$ cat config.mk
export PLATFORM = sky130hd
export DESIGN_NAME = cfisoe_top
export DESIGN_NICKNAME = d
export VERILOG_FILES = /design/src/cfisoe_pkg.sv /design/src/cfisoe_sync.sv /design/src/cfisoe_top.sv
export SDC_FILE = /design/constraint.sdc
export NUM_CORES = 1
export LEC_CHECK = 0
export ABC_AREA = 1
export ABC_CLOCK_PERIOD_IN_PS = 1090
export BUFFER_PORTS_ARGS = -buffer_cell sky130_fd_sc_hd__buf_2
export CELL_PAD_IN_SITES_DETAIL_PLACEMENT = 0
export CELL_PAD_IN_SITES_GLOBAL_PLACEMENT = 1
export CORE_MARGIN = 4
export CORE_UTILIZATION = 32
export DETAILED_ROUTE_END_ITERATION = 8
export PLACE_DENSITY = 0.83
export SLEW_MARGIN = 30
export SYNTH_ARGS = -nofsm -noshare
export SYNTH_HDL_FRONTEND = slang
export SYNTH_HIERARCHICAL = 1
export SYNTH_SLANG_ARGS = --single-unit
$ cat constraint.sdc
create_clock -name CLK -period 1.09 [get_ports CLK]
set_clock_uncertainty 0.1 [all_clocks]
set_input_delay 0.327 -clock CLK [delete_from_list [all_inputs] [get_ports CLK]]
set_output_delay 0.327 -clock CLK [all_outputs]
set_load 0.02 [all_outputs]
$ cat src/cfisoe_pkg.sv
/*
  Constants and types shared by the clock fanout select and enable logic:
  output count, pin bundle layout for the synchroniser, edge count for the
  enable handshake, source codes and the one-hot output state machine.
  Assumes it is compiled before every other file of the block.
*/
package cfisoe_pkg;

  // ----------------------------------------------------------------------
  // sizes
  // ----------------------------------------------------------------------
  localparam int unsigned NUM_OUTPUTS = 10;
  localparam int unsigned SYNC_W      = 8;

  // ----------------------------------------------------------------------
  // bit positions inside the synchronised pin bundle
  // ----------------------------------------------------------------------
  localparam int unsigned PIN_SEL_LOW  = 0;
  localparam int unsigned PIN_SEL_HIGH = 1;
  localparam int unsigned PIN_OE       = 2;
  localparam int unsigned PIN_A        = 3;
  localparam int unsigned PIN_A_COMP   = 4;
  localparam int unsigned PIN_B        = 5;
  localparam int unsigned PIN_B_COMP   = 6;
  localparam int unsigned PIN_OSC      = 7;

  // ----------------------------------------------------------------------
  // enable handshake: transitions land on this falling edge of the input
  // ----------------------------------------------------------------------
  localparam logic [1:0] EDGE_COUNT   = 2'h2;
  localparam logic [1:0] EDGE_CNT_RST = 2'h0;
  localparam logic [1:0] EDGE_CNT_ONE = 2'h1;

  // ----------------------------------------------------------------------
  // source codes, upper select bit first
  // ----------------------------------------------------------------------
  localparam logic [1:0] SRC_DIFF_A = 2'h0;
  localparam logic [1:0] SRC_DIFF_B = 2'h1;

  // ----------------------------------------------------------------------
  // reset values of the fanout outputs and synchroniser, and the all-ones fanout word
  // ----------------------------------------------------------------------
  localparam logic [NUM_OUTPUTS-1:0] FANOUT_RST    = 10'h000;
  localparam logic [NUM_OUTPUTS-1:0] FANOUT_OE_RST = 10'h3ff;
  localparam logic [NUM_OUTPUTS-1:0] FANOUT_ALL    = 10'h3ff;
  localparam logic [SYNC_W-1:0]      SYNC_RST      = 8'h00;

  // ----------------------------------------------------------------------
  // output state machine
  // ----------------------------------------------------------------------
  typedef enum logic [4:0] {
    OUT_HIZ      = 5'h01,  // disabled, high impedance
    OUT_WEAK_LOW = 5'h02,  // enable seen, weak pull-down, counting falls
    OUT_BUFFER   = 5'h04,  // buffering the selected clock
    OUT_BUF_OFF  = 5'h08,  // disable seen, still buffering, counting falls
    OUT_LOW      = 5'h10   // driven low, waiting for a rising edge
  } cfisoe_state_e;

endpackage

$ cat src/cfisoe_sync.sv
/*
  Two-stage synchroniser for the bundle of asynchronous pins of the clock
  fanout block. Assumes every bit is sampled independently; a bundle word
  is not coherent across bits during a change.
*/
`timescale 1ns/1ps

module cfisoe_sync (
  input  wire logic                        clk,      // sampling clock
  input  wire logic                        rst_n,    // synchronous, active low
  input  wire logic [cfisoe_pkg::SYNC_W-1:0] async_in, // raw pins
  output logic      [cfisoe_pkg::SYNC_W-1:0] sync_out  // two flops later
);

  logic [cfisoe_pkg::SYNC_W-1:0] meta_reg;
  logic [cfisoe_pkg::SYNC_W-1:0] sync_reg;

  // first stage is read by the second stage only
  always_ff @(posedge clk) begin
    if (!rst_n) begin
      meta_reg <= cfisoe_pkg::SYNC_RST;
      sync_reg <= cfisoe_pkg::SYNC_RST;
    end else begin
      meta_reg <= async_in;
      sync_reg <= meta_reg;
    end
  end

  assign sync_out = sync_reg;

endmodule

$ cat src/cfisoe_top.sv
/*
  Pin-programmed clock fanout: source selection among two differential
  inputs and a crystal oscillator input, fanout to ten single-ended outputs,
  and an output enable that is resynchronised to the selected input clock.
  Assumes CLK oversamples every input clock well above its rate; the input
  clocks are seen as sampled levels, and each output is modelled as a
  value, an active-low drive enable and a weak pull-down flag.
*/
`timescale 1ns/1ps

module cfisoe_top (
  input  wire logic                               CLK,                   // 200 MHz core clock
  input  wire logic                               RST_N,                 // sync reset, active low
  input  wire logic                               SOURCE_SELECT_LOW,     // select pin, low bit
  input  wire logic                               SOURCE_SELECT_HIGH,    // select pin, high bit
  input  wire logic                               OUTPUT_ENABLE,         // enable pin
  input  wire logic                               DIFF_INPUT_A,          // pair a, true pin
  input  wire logic                               DIFF_INPUT_A_COMPLEMENT, // pair a, complement
  input  wire logic                               DIFF_INPUT_B,          // pair b, true pin
  input  wire logic                               DIFF_INPUT_B_COMPLEMENT, // pair b, complement
  input  wire logic                               OSCILLATOR_INPUT,      // crystal or clock in
  output logic                                    OSCILLATOR_DRIVE_PIN,  // crystal amp output
  output logic                                    XTAL_POWER_ON,         // crystal amp powered
  output logic [cfisoe_pkg::NUM_OUTPUTS-1:0]      FANOUT_OUTPUT,         // output levels
  output logic [cfisoe_pkg::NUM_OUTPUTS-1:0]      FANOUT_OUTPUT_OE_N,    // low while driven
  output logic [cfisoe_pkg::NUM_OUTPUTS-1:0]      FANOUT_WEAK_PULLDOWN   // weak pull-down on
);

  // ----------------------------------------------------------------------
  // helpers
  // ----------------------------------------------------------------------
  // open pins read low, so a floating pair gives a low output
  function automatic logic pair_level(input logic true_pin, input logic comp_pin);
    return true_pin & ~comp_pin;
  endfunction

  // one more counted fall; the wait ends at two, so the count never wraps
  function automatic logic [1:0] count_fall(input logic [1:0] cnt);
    return cnt + cfisoe_pkg::EDGE_CNT_ONE;
  endfunction

  // states in which every output carries the selected clock
  function automatic logic is_buffering(input cfisoe_pkg::cfisoe_state_e st);
    return (st == cfisoe_pkg::OUT_BUFFER) || (st == cfisoe_pkg::OUT_BUF_OFF);
  endfunction

  // states in which the output stage drives the pin hard
  function automatic logic is_driving(input cfisoe_pkg::cfisoe_state_e st);
    return is_buffering(st) || (st == cfisoe_pkg::OUT_LOW);
  endfunction

  // ----------------------------------------------------------------------
  // pin synchronisation
  // ----------------------------------------------------------------------
  logic [cfisoe_pkg::SYNC_W-1:0] pins_raw;
  logic [cfisoe_pkg::SYNC_W-1:0] pins_sync;

  // open inputs are taken to read low, matching the open rows of the pair table
  assign pins_raw[cfisoe_pkg::PIN_SEL_LOW]  = SOURCE_SELECT_LOW;
  assign pins_raw[cfisoe_pkg::PIN_SEL_HIGH] = SOURCE_SELECT_HIGH;
  assign pins_raw[cfisoe_pkg::PIN_OE]       = OUTPUT_ENABLE;
  assign pins_raw[cfisoe_pkg::PIN_A]        = DIFF_INPUT_A;
  assign pins_raw[cfisoe_pkg::PIN_A_COMP]   = DIFF_INPUT_A_COMPLEMENT;
  assign pins_raw[cfisoe_pkg::PIN_B]        = DIFF_INPUT_B;
  assign pins_raw[cfisoe_pkg::PIN_B_COMP]   = DIFF_INPUT_B_COMPLEMENT;
  assign pins_raw[cfisoe_pkg::PIN_OSC]      = OSCILLATOR_INPUT;

  cfisoe_sync u_sync (
    .clk      (CLK),
    .rst_n    (RST_N),
    .async_in (pins_raw),
    .sync_out (pins_sync)
  );

  // ----------------------------------------------------------------------
  // source selection
  // ----------------------------------------------------------------------
  logic       sel_low;
  logic       sel_high;
  logic       oe_pin;
  logic       crystal_mode;
  logic [1:0] src_code;
  logic       diff_a_level;
  logic       diff_b_level;
  logic       osc_level;
  logic       sel_clk;

  assign sel_low      = pins_sync[cfisoe_pkg::PIN_SEL_LOW];
  assign sel_high     = pins_sync[cfisoe_pkg::PIN_SEL_HIGH];
  assign oe_pin       = pins_sync[cfisoe_pkg::PIN_OE];
  assign crystal_mode = sel_high;
  assign src_code     = {sel_high, sel_low};

  // a pair reads high only with true high and complement low
  assign diff_a_level = pair_level(pins_sync[cfisoe_pkg::PIN_A],
                                   pins_sync[cfisoe_pkg::PIN_A_COMP]);
  assign diff_b_level = pair_level(pins_sync[cfisoe_pkg::PIN_B],
                                   pins_sync[cfisoe_pkg::PIN_B_COMP]);

  // the crystal amplifier inverts, so a static oscillator level comes out flipped
  assign osc_level = ~pins_sync[cfisoe_pkg::PIN_OSC];

  // lower select is a don't-care once the upper one is set
  assign sel_clk = crystal_mode                        ? osc_level :
                   (src_code == cfisoe_pkg::SRC_DIFF_B) ? diff_b_level :
                                                          diff_a_level;

  // ----------------------------------------------------------------------
  // edge detection on the selected clock
  // ----------------------------------------------------------------------
  logic sel_clk_prev_reg;
  logic fall_edge;
  logic rise_edge;

  // a select change can fake one edge; the handshake tolerates that
  always_ff @(posedge CLK) begin
    if (!RST_N) begin
      sel_clk_prev_reg <= 1'b0;
    end else begin
      sel_clk_prev_reg <= sel_clk;
    end
  end

  assign fall_edge = sel_clk_prev_reg & ~sel_clk;
  assign rise_edge = ~sel_clk_prev_reg & sel_clk;

  // ----------------------------------------------------------------------
  // output enable state machine
  // ----------------------------------------------------------------------
  cfisoe_pkg::cfisoe_state_e state_reg;
  cfisoe_pkg::cfisoe_state_e state_next;
  logic [1:0]                fall_cnt_reg;
  logic [1:0]                fall_cnt_next;
  logic                      last_fall;

  // the wait ends on the counted fall itself, not a cycle later
  assign last_fall = fall_edge && (count_fall(fall_cnt_reg) == cfisoe_pkg::EDGE_COUNT);

  // drive starts and stops only on input edges, which keeps pulses whole
  always_comb begin
    state_next    = state_reg;
    fall_cnt_next = fall_cnt_reg;
    case (state_reg)
      cfisoe_pkg::OUT_HIZ: begin
        fall_cnt_next = cfisoe_pkg::EDGE_CNT_RST;
        if (oe_pin) begin
          state_next = cfisoe_pkg::OUT_WEAK_LOW;
        end
      end
      cfisoe_pkg::OUT_WEAK_LOW: begin
        if (!oe_pin) begin
          state_next    = cfisoe_pkg::OUT_HIZ;
          fall_cnt_next = cfisoe_pkg::EDGE_CNT_RST;
        end else if (last_fall) begin
          state_next    = cfisoe_pkg::OUT_BUFFER;
          fall_cnt_next = cfisoe_pkg::EDGE_CNT_RST;
        end else if (fall_edge) begin
          fall_cnt_next = count_fall(fall_cnt_reg);
        end
      end
      cfisoe_pkg::OUT_BUFFER: begin
        fall_cnt_next = cfisoe_pkg::EDGE_CNT_RST;
        if (!oe_pin) begin
          state_next = cfisoe_pkg::OUT_BUF_OFF;
        end
      end
      cfisoe_pkg::OUT_BUF_OFF: begin
        if (oe_pin) begin
          state_next    = cfisoe_pkg::OUT_BUFFER;
          fall_cnt_next = cfisoe_pkg::EDGE_CNT_RST;
        end else if (last_fall) begin
          state_next    = cfisoe_pkg::OUT_LOW;
          fall_cnt_next = cfisoe_pkg::EDGE_CNT_RST;
        end else if (fall_edge) begin
          fall_cnt_next = count_fall(fall_cnt_reg);
        end
      end
      cfisoe_pkg::OUT_LOW: begin
        fall_cnt_next = cfisoe_pkg::EDGE_CNT_RST;
        if (rise_edge) begin
          state_next = cfisoe_pkg::OUT_HIZ;
        end
      end
      default: begin
        state_next    = cfisoe_pkg::OUT_HIZ;
        fall_cnt_next = cfisoe_pkg::EDGE_CNT_RST;
      end
    endcase
  end

  // state and fall counter, counted on the selected input only
  always_ff @(posedge CLK) begin
    if (!RST_N) begin
      state_reg    <= cfisoe_pkg::OUT_HIZ;
      fall_cnt_reg <= cfisoe_pkg::EDGE_CNT_RST;
    end else begin
      state_reg    <= state_next;
      fall_cnt_reg <= fall_cnt_next;
    end
  end

  // ----------------------------------------------------------------------
  // output drive decode
  // ----------------------------------------------------------------------
  logic                               buffering;
  logic                               driving;
  logic                               weak_on;
  logic                               out_level;
  logic [cfisoe_pkg::NUM_OUTPUTS-1:0] fanout_next;
  logic [cfisoe_pkg::NUM_OUTPUTS-1:0] fanout_oe_n_next;
  logic [cfisoe_pkg::NUM_OUTPUTS-1:0] fanout_weak_next;

  // a stopped input just freezes the buffered level, so nothing oscillates
  assign buffering = is_buffering(state_next);
  assign driving   = is_driving(state_next);
  assign weak_on   = (state_next == cfisoe_pkg::OUT_WEAK_LOW);
  assign out_level = buffering & sel_clk;

  // every output takes the same value; replication keeps skew at zero
  assign fanout_next      = out_level ? cfisoe_pkg::FANOUT_ALL
                                      : cfisoe_pkg::FANOUT_RST;
  assign fanout_oe_n_next = driving   ? cfisoe_pkg::FANOUT_RST
                                      : cfisoe_pkg::FANOUT_ALL;
  assign fanout_weak_next = weak_on   ? cfisoe_pkg::FANOUT_ALL
                                      : cfisoe_pkg::FANOUT_RST;

  // ----------------------------------------------------------------------
  // output registers
  // ----------------------------------------------------------------------
  logic [cfisoe_pkg::NUM_OUTPUTS-1:0] fanout_reg;
  logic [cfisoe_pkg::NUM_OUTPUTS-1:0] fanout_oe_n_reg;
  logic [cfisoe_pkg::NUM_OUTPUTS-1:0] fanout_weak_reg;
  logic                               xtal_on_reg;
  logic                               osc_drive_reg;

  // levels registered from the next state so they line up with the edge
  always_ff @(posedge CLK) begin
    if (!RST_N) begin
      fanout_reg <= cfisoe_pkg::FANOUT_RST;
    end else begin
      fanout_reg <= fanout_next;
    end
  end

  // drive enable starts high so nothing is driven until enable is seen
  always_ff @(posedge CLK) begin
    if (!RST_N) begin
      fanout_oe_n_reg <= cfisoe_pkg::FANOUT_OE_RST;
    end else begin
      fanout_oe_n_reg <= fanout_oe_n_next;
    end
  end

  // weak pull-down flag, only set during the enable wait
  always_ff @(posedge CLK) begin
    if (!RST_N) begin
      fanout_weak_reg <= cfisoe_pkg::FANOUT_RST;
    end else begin
      fanout_weak_reg <= fanout_weak_next;
    end
  end

  // ----------------------------------------------------------------------
  // crystal amplifier
  // ----------------------------------------------------------------------
  // amplifier power follows the upper select; off during reset
  always_ff @(posedge CLK) begin
    if (!RST_N) begin
      xtal_on_reg <= 1'b0;
    end else begin
      xtal_on_reg <= crystal_mode;
    end
  end

  // inverting drive, idle low when off so an unpowered crystal is not pushed
  always_ff @(posedge CLK) begin
    if (!RST_N) begin
      osc_drive_reg <= 1'b0;
    end else begin
      osc_drive_reg <= crystal_mode & osc_level;
    end
  end

  assign FANOUT_OUTPUT        = fanout_reg;
  assign FANOUT_OUTPUT_OE_N   = fanout_oe_n_reg;
  assign FANOUT_WEAK_PULLDOWN = fanout_weak_reg;
  assign XTAL_POWER_ON        = xtal_on_reg;
  assign OSCILLATOR_DRIVE_PIN = osc_drive_reg;

endmodule

==> key figures, run 1 <==
Outcome
  • Status: complete, but fails checks
  • Failing checks: negative setup slack

Clock network
  • CTS Buffer Depth: 2
  • TritonCTS clock tree: yes
  • Clock sinks: 29
  • H-tree Lvls: 2
  • Number of buffers created by CTS: 5
  • Reg clk slew, reported paths: 60 ps
  • Later-pin clock latency in the skew report: 280 ps
  • CTS Hold Bufs: 0
  • Clock root cell: clkbuf_8

Cells and area
  • # fillers: 384
  • Final nets: 204
  • Final Core Density: 0.440
  • Register Area: 607 µm²
  • Area taken by multi-input logic gates: 444 µm²
  • Final instance area: 1750 µm²
  • Layout Area Growth over Synthesis: 33.1%
  • # diodes: 0
  • Layout cells sized above 1: 0.526
  • Non-filler instance count after layout: 244

GRT
  • Total track usage: 0.0927
  • GR Layer Usage met3: 0.0346
  • Met1 Usage GRT: 0.0998
  • Met2 Usage GRT: 0.145
  • Initial antenna violation count: 0
  • First-pass GRT wire length: 3.61 mm
  • Largest net degree at the start of global routing: 15
  • GRT busiest layer: met2
  • Vias in the first global route: 856
  • Total grt overflow: 0

Synthesis
  • Seq cells post-synth: 29
  • Yosys top cell area share: 0.442
  • Post-Syn Area: 1310 µm²
  • Seq/Total Area, Yosys: 0.442
  • Syn_nets: 174
  • Yosys top cell by area: dfxtp_1
  • Synth cell types: 21
  • Avg Cell Area, Syn: 8.06 µm²
  • Yosys Warn Count: 6
  • Post-Syn Instances: 163
  • Synth area leaders: dfxtp_1, buf_4, inv_1

Min path
  • Worst hold endpoint: u_sync/meta_reg[0]$_SDFF_PN0_
  • Hold Path Origin: SOURCE_SELECT_LOW
  • Worst Hold Class: in -> reg
  • Hold Crit Depth: 3

STA
  • Final Hold Viols: 0
  • Tcrit/Tclk final: 1.20
  • Post-route minimum period: 1310 ps
  • Final worst slack: -217 ps
  • Hold Slack: 122 ps
  • Worst Max-Slew Pin Slew: 192 ps
  • Setup Viol. Count Final: 42
  • Fmax: 0.765 GHz
  • Count of pins over their slew limit: 0
  • Unrepaired setup endpoints after global routing: true
  • Max_slew headroom: 0.872

Setup path
  • Setup crit start kind: flip-flop
  • Worst r2r dst: FANOUT_OUTPUT_OE_N[8]$_SDFF_PN1_
  • CP arrival: 1370 ps
  • Endpoint class of the critical path: flip-flop
  • Critical Path RT: 1150 ps
  • Setup CP Type: reg -> reg
  • Reg2reg setup slack: -220 ps
  • Worst r2r src: state_reg[1]$_SDFF_PN0_
  • Worst Reg-to-Reg Cells: 6
  • Crit-path max FO: 5

Detailed routing
  • Final WL: 2.33 mm
  • Drt first pass iters: 4
  • Drt drc: 0
  • Average wire per standard cell: 9.56 µm
  • DR iter-0 viols: 38
  • Vias: 979
  • DR vias/cell: 4.01
  • Antenna Violating Nets Remaining: 0

Placed design
  • IO buf count: 41
  • Post-DP Area: 1440 µm²
  • GP Congestion: 0.848
  • HPWL Detailed: 1.60 mm
  • Placed cells: 231

Floorplanning
  • Core outline area: 3970 µm²
  • Row count: 23
  • Die Ht: 72.1 µm
  • DIE WIDTH: 72.1 µm
  • Top Ports: 42
  • Die Area: 5190 µm²
  • Starting Density: 0.331

Run
  • Max-cap viol count: 0

Pwr
  • Power density cells: 1430 nW/µm²
  • VDD IR max: 0.699 mV
  • Static leakage: 0.891 nW
-- worst max path at each step --
stage / startpoint / to / slack, ps / depth (start not counted)
floorplan: FANOUT_OUTPUT_OE_N[8]$_SDFF_PN1_ / FANOUT_OUTPUT_OE_N[1] / -100 / 1
global placement: state_reg[1]$_SDFF_PN0_ / FANOUT_OUTPUT_OE_N[8]$_SDFF_PN1_ / -200 / 6
detailed placement: state_reg[1]$_SDFF_PN0_ / FANOUT_OUTPUT_OE_N[8]$_SDFF_PN1_ / -190 / 6
CTS: FANOUT_OUTPUT_OE_N[8]$_SDFF_PN1_ / FANOUT_OUTPUT_OE_N[7] / -180 / 1
global route: state_reg[1]$_SDFF_PN0_ / FANOUT_OUTPUT_OE_N[8]$_SDFF_PN1_ / -280 / 6
finish: state_reg[1]$_SDFF_PN0_ / FANOUT_OUTPUT_OE_N[8]$_SDFF_PN1_ / -220 / 6
-- per-layer routing --
metal  wire length, µm  vias up
li1                  -      524
met1               965      416
met2              1110       33
met3               188        6
met4                68        0
met5                 0        -
-- placed cells by master (no fill, tap or decap), drive strengths merged --
| cell type | count |
|---|---|
| nor3 | 1 |
| clkbuf | 6 |
| inv | 33 |
| buf | 52 |
| xor2 | 1 |
| nand4 | 7 |
| nand3 | 7 |
| clkinvlp | 1 |
| clkinv | 1 |
| ha | 1 |
| bufinv | 1 |
| or2 | 1 |
| nand2 | 27 |
| o21ai | 3 |
| dfxtp | 29 |
| nor2 | 16 |
| a21oi | 7 |
-- layout make-up --
cell class,count,share of cell area
Multi-Input combinational cell,71,0.254
Sequential cell,29,0.347
Clock inverter,2,0.0215
Clock buffer,6,0.0472
Tap cell,50,0.0358
Timing Repair Buffer,52,0.222
Inverter,34,0.0730
-- through the flow --
| step | worst slack (ps) | TNS (ps) | total power [mW] |
|---|---|---|---|
| CTS | -179 | -6330 | 2.53 |
| finish | -217 | -6320 | 2.50 |
| global placement | -199 | -1160 | 1.35 |
| detailed placement | -191 | -1180 | 1.35 |
| floorplan | -96.8 | -1030 | 1.32 |
| global route | -281 | -8280 | 2.62 |
-- power by group --
group	switching, mW	total [mW]	leakage (nW)	internal, mW
logic	0.133	0.239	0.591	0.106
clock network	0.406	1.15	0.0574	0.742
registers	0.0255	1.12	0.243	1.09
total	0.565	2.50	0.891	1.94
-- cell families after synthesis --
kind of cell | Yosys count | share of synthesized area
xor gates and xnor gates | 1 | 0.00667
buffers and inverters | 63 | 0.275
and+or+nand+nor | 59 | 0.229
AOI/OAI and AO/OA | 10 | 0.0381
DFF | 29 | 0.442
adders and majority gates | 1 | 0.00952
-- Yosys cell counts (all sizes together) --
master	number
a21oi	7
buf	29
clkinv	1
dfxtp	29
ha	1
inv	33
nand2	27
nand3	7
nand4	7
nor2	16
nor3	1
o21ai	3
or2	1
xor2	1
-- worst max-delay path, cell delays in order (launching register included) --
cell and delay [ps]:
dfxtp_4 360, nor2_4 190, nand4_4 150, nand4_1 130
o21ai_1 70, nor2_1 110, nand4_1 80
-- repair_timing --
item	4_1_cts	5_1_grt
setup endpoints to repair	42	42
setup buffers	2	3
resized for setup	49	10
pin swaps	6	4
No activity file was read; power rests on OpenSTA's default activity.
==> inputs of run 2 (changes only) <==
--- a/config.mk
+++ b/config.mk
@@ -6,14 +6,14 @@
 export NUM_CORES = 1
 export LEC_CHECK = 0
 export ABC_AREA = 1
-export ABC_CLOCK_PERIOD_IN_PS = 1090
+export ABC_CLOCK_PERIOD_IN_PS = 1300
 export BUFFER_PORTS_ARGS = -buffer_cell sky130_fd_sc_hd__buf_2
 export CELL_PAD_IN_SITES_DETAIL_PLACEMENT = 0
 export CELL_PAD_IN_SITES_GLOBAL_PLACEMENT = 1
 export CORE_MARGIN = 4
-export CORE_UTILIZATION = 32
+export CORE_UTILIZATION = 35
 export DETAILED_ROUTE_END_ITERATION = 8
-export PLACE_DENSITY = 0.83
+export PLACE_DENSITY = 0.86
 export SLEW_MARGIN = 30
 export SYNTH_ARGS = -nofsm -noshare
 export SYNTH_HDL_FRONTEND = slang
==> constraint.sdc (replaced) <==
create_clock -name CLK -period 1.3 [get_ports CLK]
set_clock_uncertainty 0.1 [all_clocks]
set_input_delay 0.39 -clock CLK [delete_from_list [all_inputs] [get_ports CLK]]
set_output_delay 0.39 -clock CLK [all_outputs]
set_load 0.02 [all_outputs]
==> run 2 against run 1 <==
The flow still finishes with violations (negative setup slack). Highest routed layer unchanged. Die area decreased by 7.6%. Sequential share of layout area up 2.8 points. Core utilization is 1.9 points higher. Critical path type is now reg -> out. Largest power group is now sequential cells. Critical path depth down 5. Via count fell by 1.8%. Clock power is 41% lower. Global-route usage is 0.90 points higher. Combinational power is 20% lower. Sequential power is 16% lower. Total power decreased by 28%. Largest cell class unchanged.
==> key figures, run 2 (synthesis results as in run 1) <==
Cells and area
  • Layout Area Growth over Synthesis: 21.2%
  • Final nets: 200 (-2.0%)
  • Layout cells sized above 1: 0.437 (-0.0889)
  • Most frequent cells in the layout: inv_1, buf_4, dfxtp_1
  • # diodes: 0 (unchanged)
  • # fillers: 367 (-4.4%)
  • Final instance area: 1590 µm² (-8.9%)
  • Non-filler instance count after layout: 236 (-3.3%)
  • Commonest non-fill, non-tap cell in the layout: inv_1

Setup path
  • Setup crit start kind: flip-flop
  • CP top delay family: flip-flops
  • Crit. path cell count: 1 (-5)
  • Reg2reg setup slack: -10 ps (+210 ps)
  • Worst stage delay on the critical path: 380 ps (+20 ps)
  • Setup CP Type: reg -> out
  • CP arrival: 840 ps (-530 ps)
  • Slowest cell on crit path: dfxtp_2
  • Crit-path max FO: 10 (+5)
  • Buffers plus inverters on the worst setup path: 1 (+1)
  • Worst Reg-to-Reg Cells: 8 (+2)
  • Endpoint class of the critical path: primary output
  • Critical Path RT: 810 ps (-340 ps)
  • Crit-path cells: buf_2

Clock network
  • Number of buffers created by CTS: 5 (unchanged)
  • Later-pin clock latency in the skew report: 270 ps (about the same)
  • Clock root cell: clkbuf_8
  • H-tree Lvls: 2 (unchanged)
  • CTS Hold Bufs: 0 (unchanged)
  • Clock sinks: 29 (unchanged)
  • Reg clk slew, reported paths: 60 ps (about the same)
  • TritonCTS clock tree: yes
  • CTS Buffer Depth: 2 (unchanged)

Pwr
  • VDD IR max: 0.770 mV (+10%)
  • Total power: 1.82 mW (-28%)
  • Power density cells: 1140 nW/µm² (-20%)
  • Static leakage: 0.855 nW (-4.1%)

Detailed routing
  • Average wire per standard cell: 9.70 µm (+1.5%)
  • DR vias/cell: 4.07 (+1.5%)
  • Final WL: 2.29 mm (-1.8%)
  • Met3 WL: 166 µm (-12%)
  • Antenna Violating Nets Remaining: 0 (unchanged)
  • Routed length on met2: 1.11 mm (-0.36%)
  • Drt first pass iters: 4 (unchanged)
  • Met1 WL: 964 µm (-0.10%)
  • DR iter-0 viols: 19 (-50%)
  • Max Used Layer: met4
  • Drt drc: 0 (unchanged)
  • Vias: 961 (-1.8%)

Placed design
  • IO buf count: 41 (unchanged)
  • Post-DP Area: 1380 µm² (-4.1%)
  • Setup WS pre-CTS: -51.8 ps (+139 ps)
  • Placed cells: 224 (-3.0%)
  • HPWL Detailed: 1.59 mm (-0.79%)
  • GP Congestion: 0.864 (+1.9%)

STA
  • Unrepaired setup endpoints after global routing: true
  • Max_slew headroom: 0.865 (-0.00726)
  • Tcrit/Tclk final: 1.02
  • Worst Max-Slew Pin Slew: 202 ps (+10.8 ps)
  • Final Hold Viols: 0 (unchanged)
  • Setup TNS Final: -329 ps (+5990 ps)
  • Fmax: 0.754 GHz
  • Final worst slack: -26.1 ps (+191 ps)
  • Setup Viol. Count Final: 31 (-26%)
  • Count of pins over their slew limit: 0 (unchanged)
  • Post-route minimum period: 1330 ps

GRT
  • First-pass GRT wire length: 3.95 mm (+9.4%)
  • Largest net degree at the start of global routing: 20 (+5)
  • Vias in the first global route: 922 (+7.7%)
  • Total track usage: 0.102 (+0.00900)
  • Total grt overflow: 0 (unchanged)
  • Initial antenna violation count: 0 (unchanged)

Outcome
  • Status: complete, but fails checks
  • Failing checks: negative setup slack

Floorplanning
  • Core outline area: 3470 µm² (-13%)
  • Row count: 21 (-8.7%)
  • Starting Density: 0.379 (+0.0480)
  • DIE WIDTH: 69.3 µm (-3.9%)
  • Top Ports: 42 (unchanged)
  • Die Area: 4800 µm² (-7.6%)
  • Die Ht: 69.3 µm (-3.9%)

Run
  • Max-cap viol count: 0 (unchanged)

Min path
  • Worst Hold Class: in -> reg
  • Hold Crit Depth: 3 (unchanged)
-- run 2: cell types whose count changed in the layout (fill, tap and decap cells not counted), moves of 3 or more --
cell,before,now
buf_4,40,26
dfxtp_1,18,22
a21oi_1,4,7
buf_2,9,21
a21oi_2,3,0
-- run 2: routing by layer --
metal  vias up  global-route usage
li1        513                   -
met1       412               0.109
met2        32               0.168
met3         4              0.0261
met4         0              0.0803
met5         -                   0
-- run 2: worst paths after layout --
check / start / end
max: FANOUT_WEAK_PULLDOWN[8]$_SDFF_PN0_ / FANOUT_WEAK_PULLDOWN[8]
min: DIFF_INPUT_B_COMPLEMENT / u_sync/meta_reg[6]$_SDFF_PN0_
max reg2reg: state_reg[3]$_SDFF_PN0_ / FANOUT_OUTPUT_OE_N[8]$_SDFF_PN1_
min reg2reg: u_sync/meta_reg[7]$_SDFF_PN0_ / u_sync/sync_out[7]$_SDFF_PN0_
-- run 2: area by class of cell --
class                      count  area, µm²  share of cell area
clock inverter                 2       10.0             0.00628
multi-input combinational     71        408               0.256
clock buffer                   6       72.6              0.0456
timing repair buffer          48        320               0.201
inverter                      34        128              0.0801
tap                           46       57.6              0.0361
sequential                    29        597               0.375
-- run 2: repair_timing --
item                       CTS  global route
buffers inserted             4             0
resized for setup           33             6
pin swaps                    3             5
setup endpoints to repair   32            40
-- run 2: report_power, final --
group | internal, mW | switching [mW]
clock | 0.369 | 0.314
combinational | 0.0840 | 0.108
sequential | 0.918 | 0.0223
total | 1.37 | 0.444
-- run 2: per-stage QoR --
step           hold WS [ps]   util
5_1_grt                 199  0.459
2_1_floorplan           290      -
6_report                193  0.459
3_3_place_gp            297  0.397
4_1_cts                 188  0.454
3_5_place_dp            295  0.397
==> inputs of run 3 (changes only) <==
--- a/config.mk
+++ b/config.mk
@@ -13,7 +13,7 @@
 export CORE_MARGIN = 4
 export CORE_UTILIZATION = 35
 export DETAILED_ROUTE_END_ITERATION = 8
-export PLACE_DENSITY = 0.86
+export PLACE_DENSITY = 0.88
 export SLEW_MARGIN = 30
 export SYNTH_ARGS = -nofsm -noshare
 export SYNTH_HDL_FRONTEND = slang
==> run 3 against run 2 <==
The run still ends with negative setup slack left. Total power rose by 15%. Design area rose by 5.5%. Global-route usage down 0.63 points. Combinational power increased by 2%. Core utilization increased by 2.5 points. Sequential share of layout area fell by 1.4 points. Setup slack improved by 4.9 ps. Largest cell class unchanged.
==> key figures, run 3 (synthesis results as in run 1) <==
Placed design
  • GP Congestion: 0.846 (-2.0%)
  • IO buf count: 41 (unchanged)
  • HPWL Detailed: 1.56 mm (-1.8%)
  • Placed cells: 224 (unchanged)
  • Setup WS pre-CTS: 5.80 ps (+57.6 ps)

Floorplanning
  • Core outline area: 3470 µm² (unchanged)
  • DIE WIDTH: 69.3 µm (unchanged)
  • Top Ports: 42 (unchanged)
  • Die Area: 4800 µm² (unchanged)
  • Starting Density: 0.379 (unchanged)
  • Die Ht: 69.3 µm (unchanged)
  • Row count: 21 (unchanged)

GRT
  • First-pass GRT wire length: 3.61 mm (-8.6%)
  • Total track usage: 0.0954 (-0.00632)
  • Vias in the first global route: 809 (-12%)
  • Initial antenna violation count: 0 (unchanged)
  • Largest net degree at the start of global routing: 17 (-15%)
  • Total grt overflow: 0 (unchanged)

Setup path
  • Endpoint class of the critical path: flip-flop
  • Crit-path cells: nor2_4, nand4_4, nand4_1, o21ai_1, nor2_1, nand4_1
  • CP arrival: 1370 ps (+530 ps)
  • Cell repeated most along the worst path: nand4_1
  • Setup crit start kind: flip-flop
  • Slowest cell on crit path: dfxtp_4
  • Buffers plus inverters on the worst setup path: 0 (-1)
  • Critical Path RT: 1350 ps (+540 ps)
  • Worst Reg-to-Reg Cells: 6 (-2)
  • CP top delay family: simple AND/OR/NAND/NOR gates
  • Crit. path cell count: 6 (+5)
  • Setup CP Type: reg -> reg
  • Crit-path max FO: 5 (-5)
  • Worst stage delay on the critical path: 360 ps (-20 ps)

STA
  • Post-route minimum period: 1320 ps (-4.90 ps)
  • Setup TNS Final: -158 ps (+171 ps)
  • Max_slew headroom: 0.849 (-0.0163)
  • Setup Viol. Count Final: 21 (-32%)
  • Count of pins over their slew limit: 0 (unchanged)
  • Final Hold Viols: 0 (unchanged)
  • Fmax: 0.757 GHz (+0.37%)
  • Unrepaired setup endpoints after global routing: true
  • Final worst slack: -21.2 ps (+4.90 ps)
  • Tcrit/Tclk final: 1.02 (-0.00377)
  • Worst Max-Slew Pin Slew: 227 ps (+24.3 ps)

Pwr
  • Switch share: 0.218 (-0.0261)
  • Static leakage: 0.872 nW (+1.9%)
  • Psw: 0.454 mW (+2.4%)
  • VDD IR max: 0.572 mV (-26%)
  • Flop pwr share: 0.452 (-0.066)
  • Clock power share: 0.454 (+0.078)
  • Power density cells: 1240 nW/µm² (+8.6%)
  • Combinational Power Share: 0.094 (-0.012)
  • Pint: 1.63 mW (+19%)
  • Total power: 2.08 mW (+15%)

Cells and area
  • Layout cells sized above 1: 0.484 (+0.0474)
  • Non-filler instance count after layout: 236 (unchanged)
  • Most frequent cells in the layout: buf_4, inv_1, nand2_1
  • Final nets: 200 (unchanged)
  • Commonest non-fill, non-tap cell in the layout: buf_4
  • Layout Area Growth over Synthesis: 27.9%
  • # diodes: 0 (unchanged)
  • Area taken by multi-input logic gates: 435 µm² (+6.7%)
  • # fillers: 337 (-8.2%)
  • Register Area: 607 µm² (+1.7%)

Clock network
  • H-tree Lvls: 2 (unchanged)
  • Number of buffers created by CTS: 5 (unchanged)
  • Clock sinks: 29 (unchanged)
  • CTS Buffer Depth: 2 (unchanged)
  • CTS Hold Bufs: 0 (unchanged)
  • Later-pin clock latency in the skew report: 280 ps (about the same)
  • TritonCTS clock tree: yes
  • Reg clk slew, reported paths: 60 ps (about the same)
  • Clock root cell: clkbuf_8

Detailed routing
  • Average wire per standard cell: 9.89 µm (+2.0%)
  • Vias: 977 (+1.7%)
  • Final WL: 2.34 mm (+2.0%)
  • Met3 WL: 196 µm (+18%)
  • Antenna Violating Nets Remaining: 0 (unchanged)
  • Max Used Layer: met4
  • Drt first pass iters: 4 (unchanged)
  • DR vias/cell: 4.14 (+1.7%)
  • Met1 WL: 989 µm (+2.6%)
  • Drt drc: 0 (unchanged)
  • DR iter-0 viols: 35 (+16)
  • Routed length on met2: 1.10 mm (-0.36%)

Min path
  • Hold Crit Depth: 3 (unchanged)
  • Worst Hold Class: in -> reg

Outcome
  • Status: complete, but fails checks
  • Failing checks: negative setup slack

Run
  • Max-cap viol count: 0 (unchanged)
run 3: tightest hold or removal path: stages:
cell and delay, ps:
buf_2 70, nand2_1 40, inv_1 40
run 3: what timing repair did:
action | 4_1_cts | 5_1_grt
pin swaps | 2 | 9
endpoints found under the setup margin | 31 | 39
setup buffers | 1 | 3
resized for setup | 40 | 23
run 3: layer usage:
layer | track usage | up-vias
li1 | - | 518
met1 | 0.114 | 411
met2 | 0.135 | 44
met3 | 0.0391 | 4
met4 | 0.0716 | 0
met5 | 0 | -
run 3: stage by stage:
stage	util	hold WS [ps]	cell area, µm²
after detailed placement	0.394	299	1370
final	0.484	190	1680
after floorplan	-	290	1310
after CTS	0.457	177	1580
after global placement	0.394	294	1370
after global routing	0.484	177	1680
run 3: cell type report:
type | count | share of cell area
repair buffers | 48 | 0.200
clock buffers | 7 | 0.0514
flip-flops and latches | 29 | 0.361
clock inverters | 1 | 0.0179
well taps | 46 | 0.0343
multi-input cells | 71 | 0.259
inverters | 34 | 0.0759
run 3: final timing paths:
path | from | to | slack [ps]
worst max register to register | state_reg[0]$_SDFF_PN1_ | FANOUT_OUTPUT_OE_N[8]$_SDFF_PN1_ | -20
worst min register to register | u_sync/meta_reg[0]$_SDFF_PN0_ | u_sync/sync_out[0]$_SDFF_PN0_ | 310
worst max-delay path | state_reg[0]$_SDFF_PN1_ | FANOUT_OUTPUT_OE_N[8]$_SDFF_PN1_ | -20
worst min-delay path | DIFF_INPUT_B_COMPLEMENT | u_sync/meta_reg[6]$_SDFF_PN0_ | 190
run 3: power by group through the flow:
stage	sequential [mW]	combinational (mW)	clock, mW
final	0.940	0.196	0.943
after global placement	0.961	0.161	0
after CTS	0.940	0.178	0.974
after global routing	0.945	0.214	1.01
after floorplan	0.965	0.139	0
after detailed placement	0.962	0.161	0
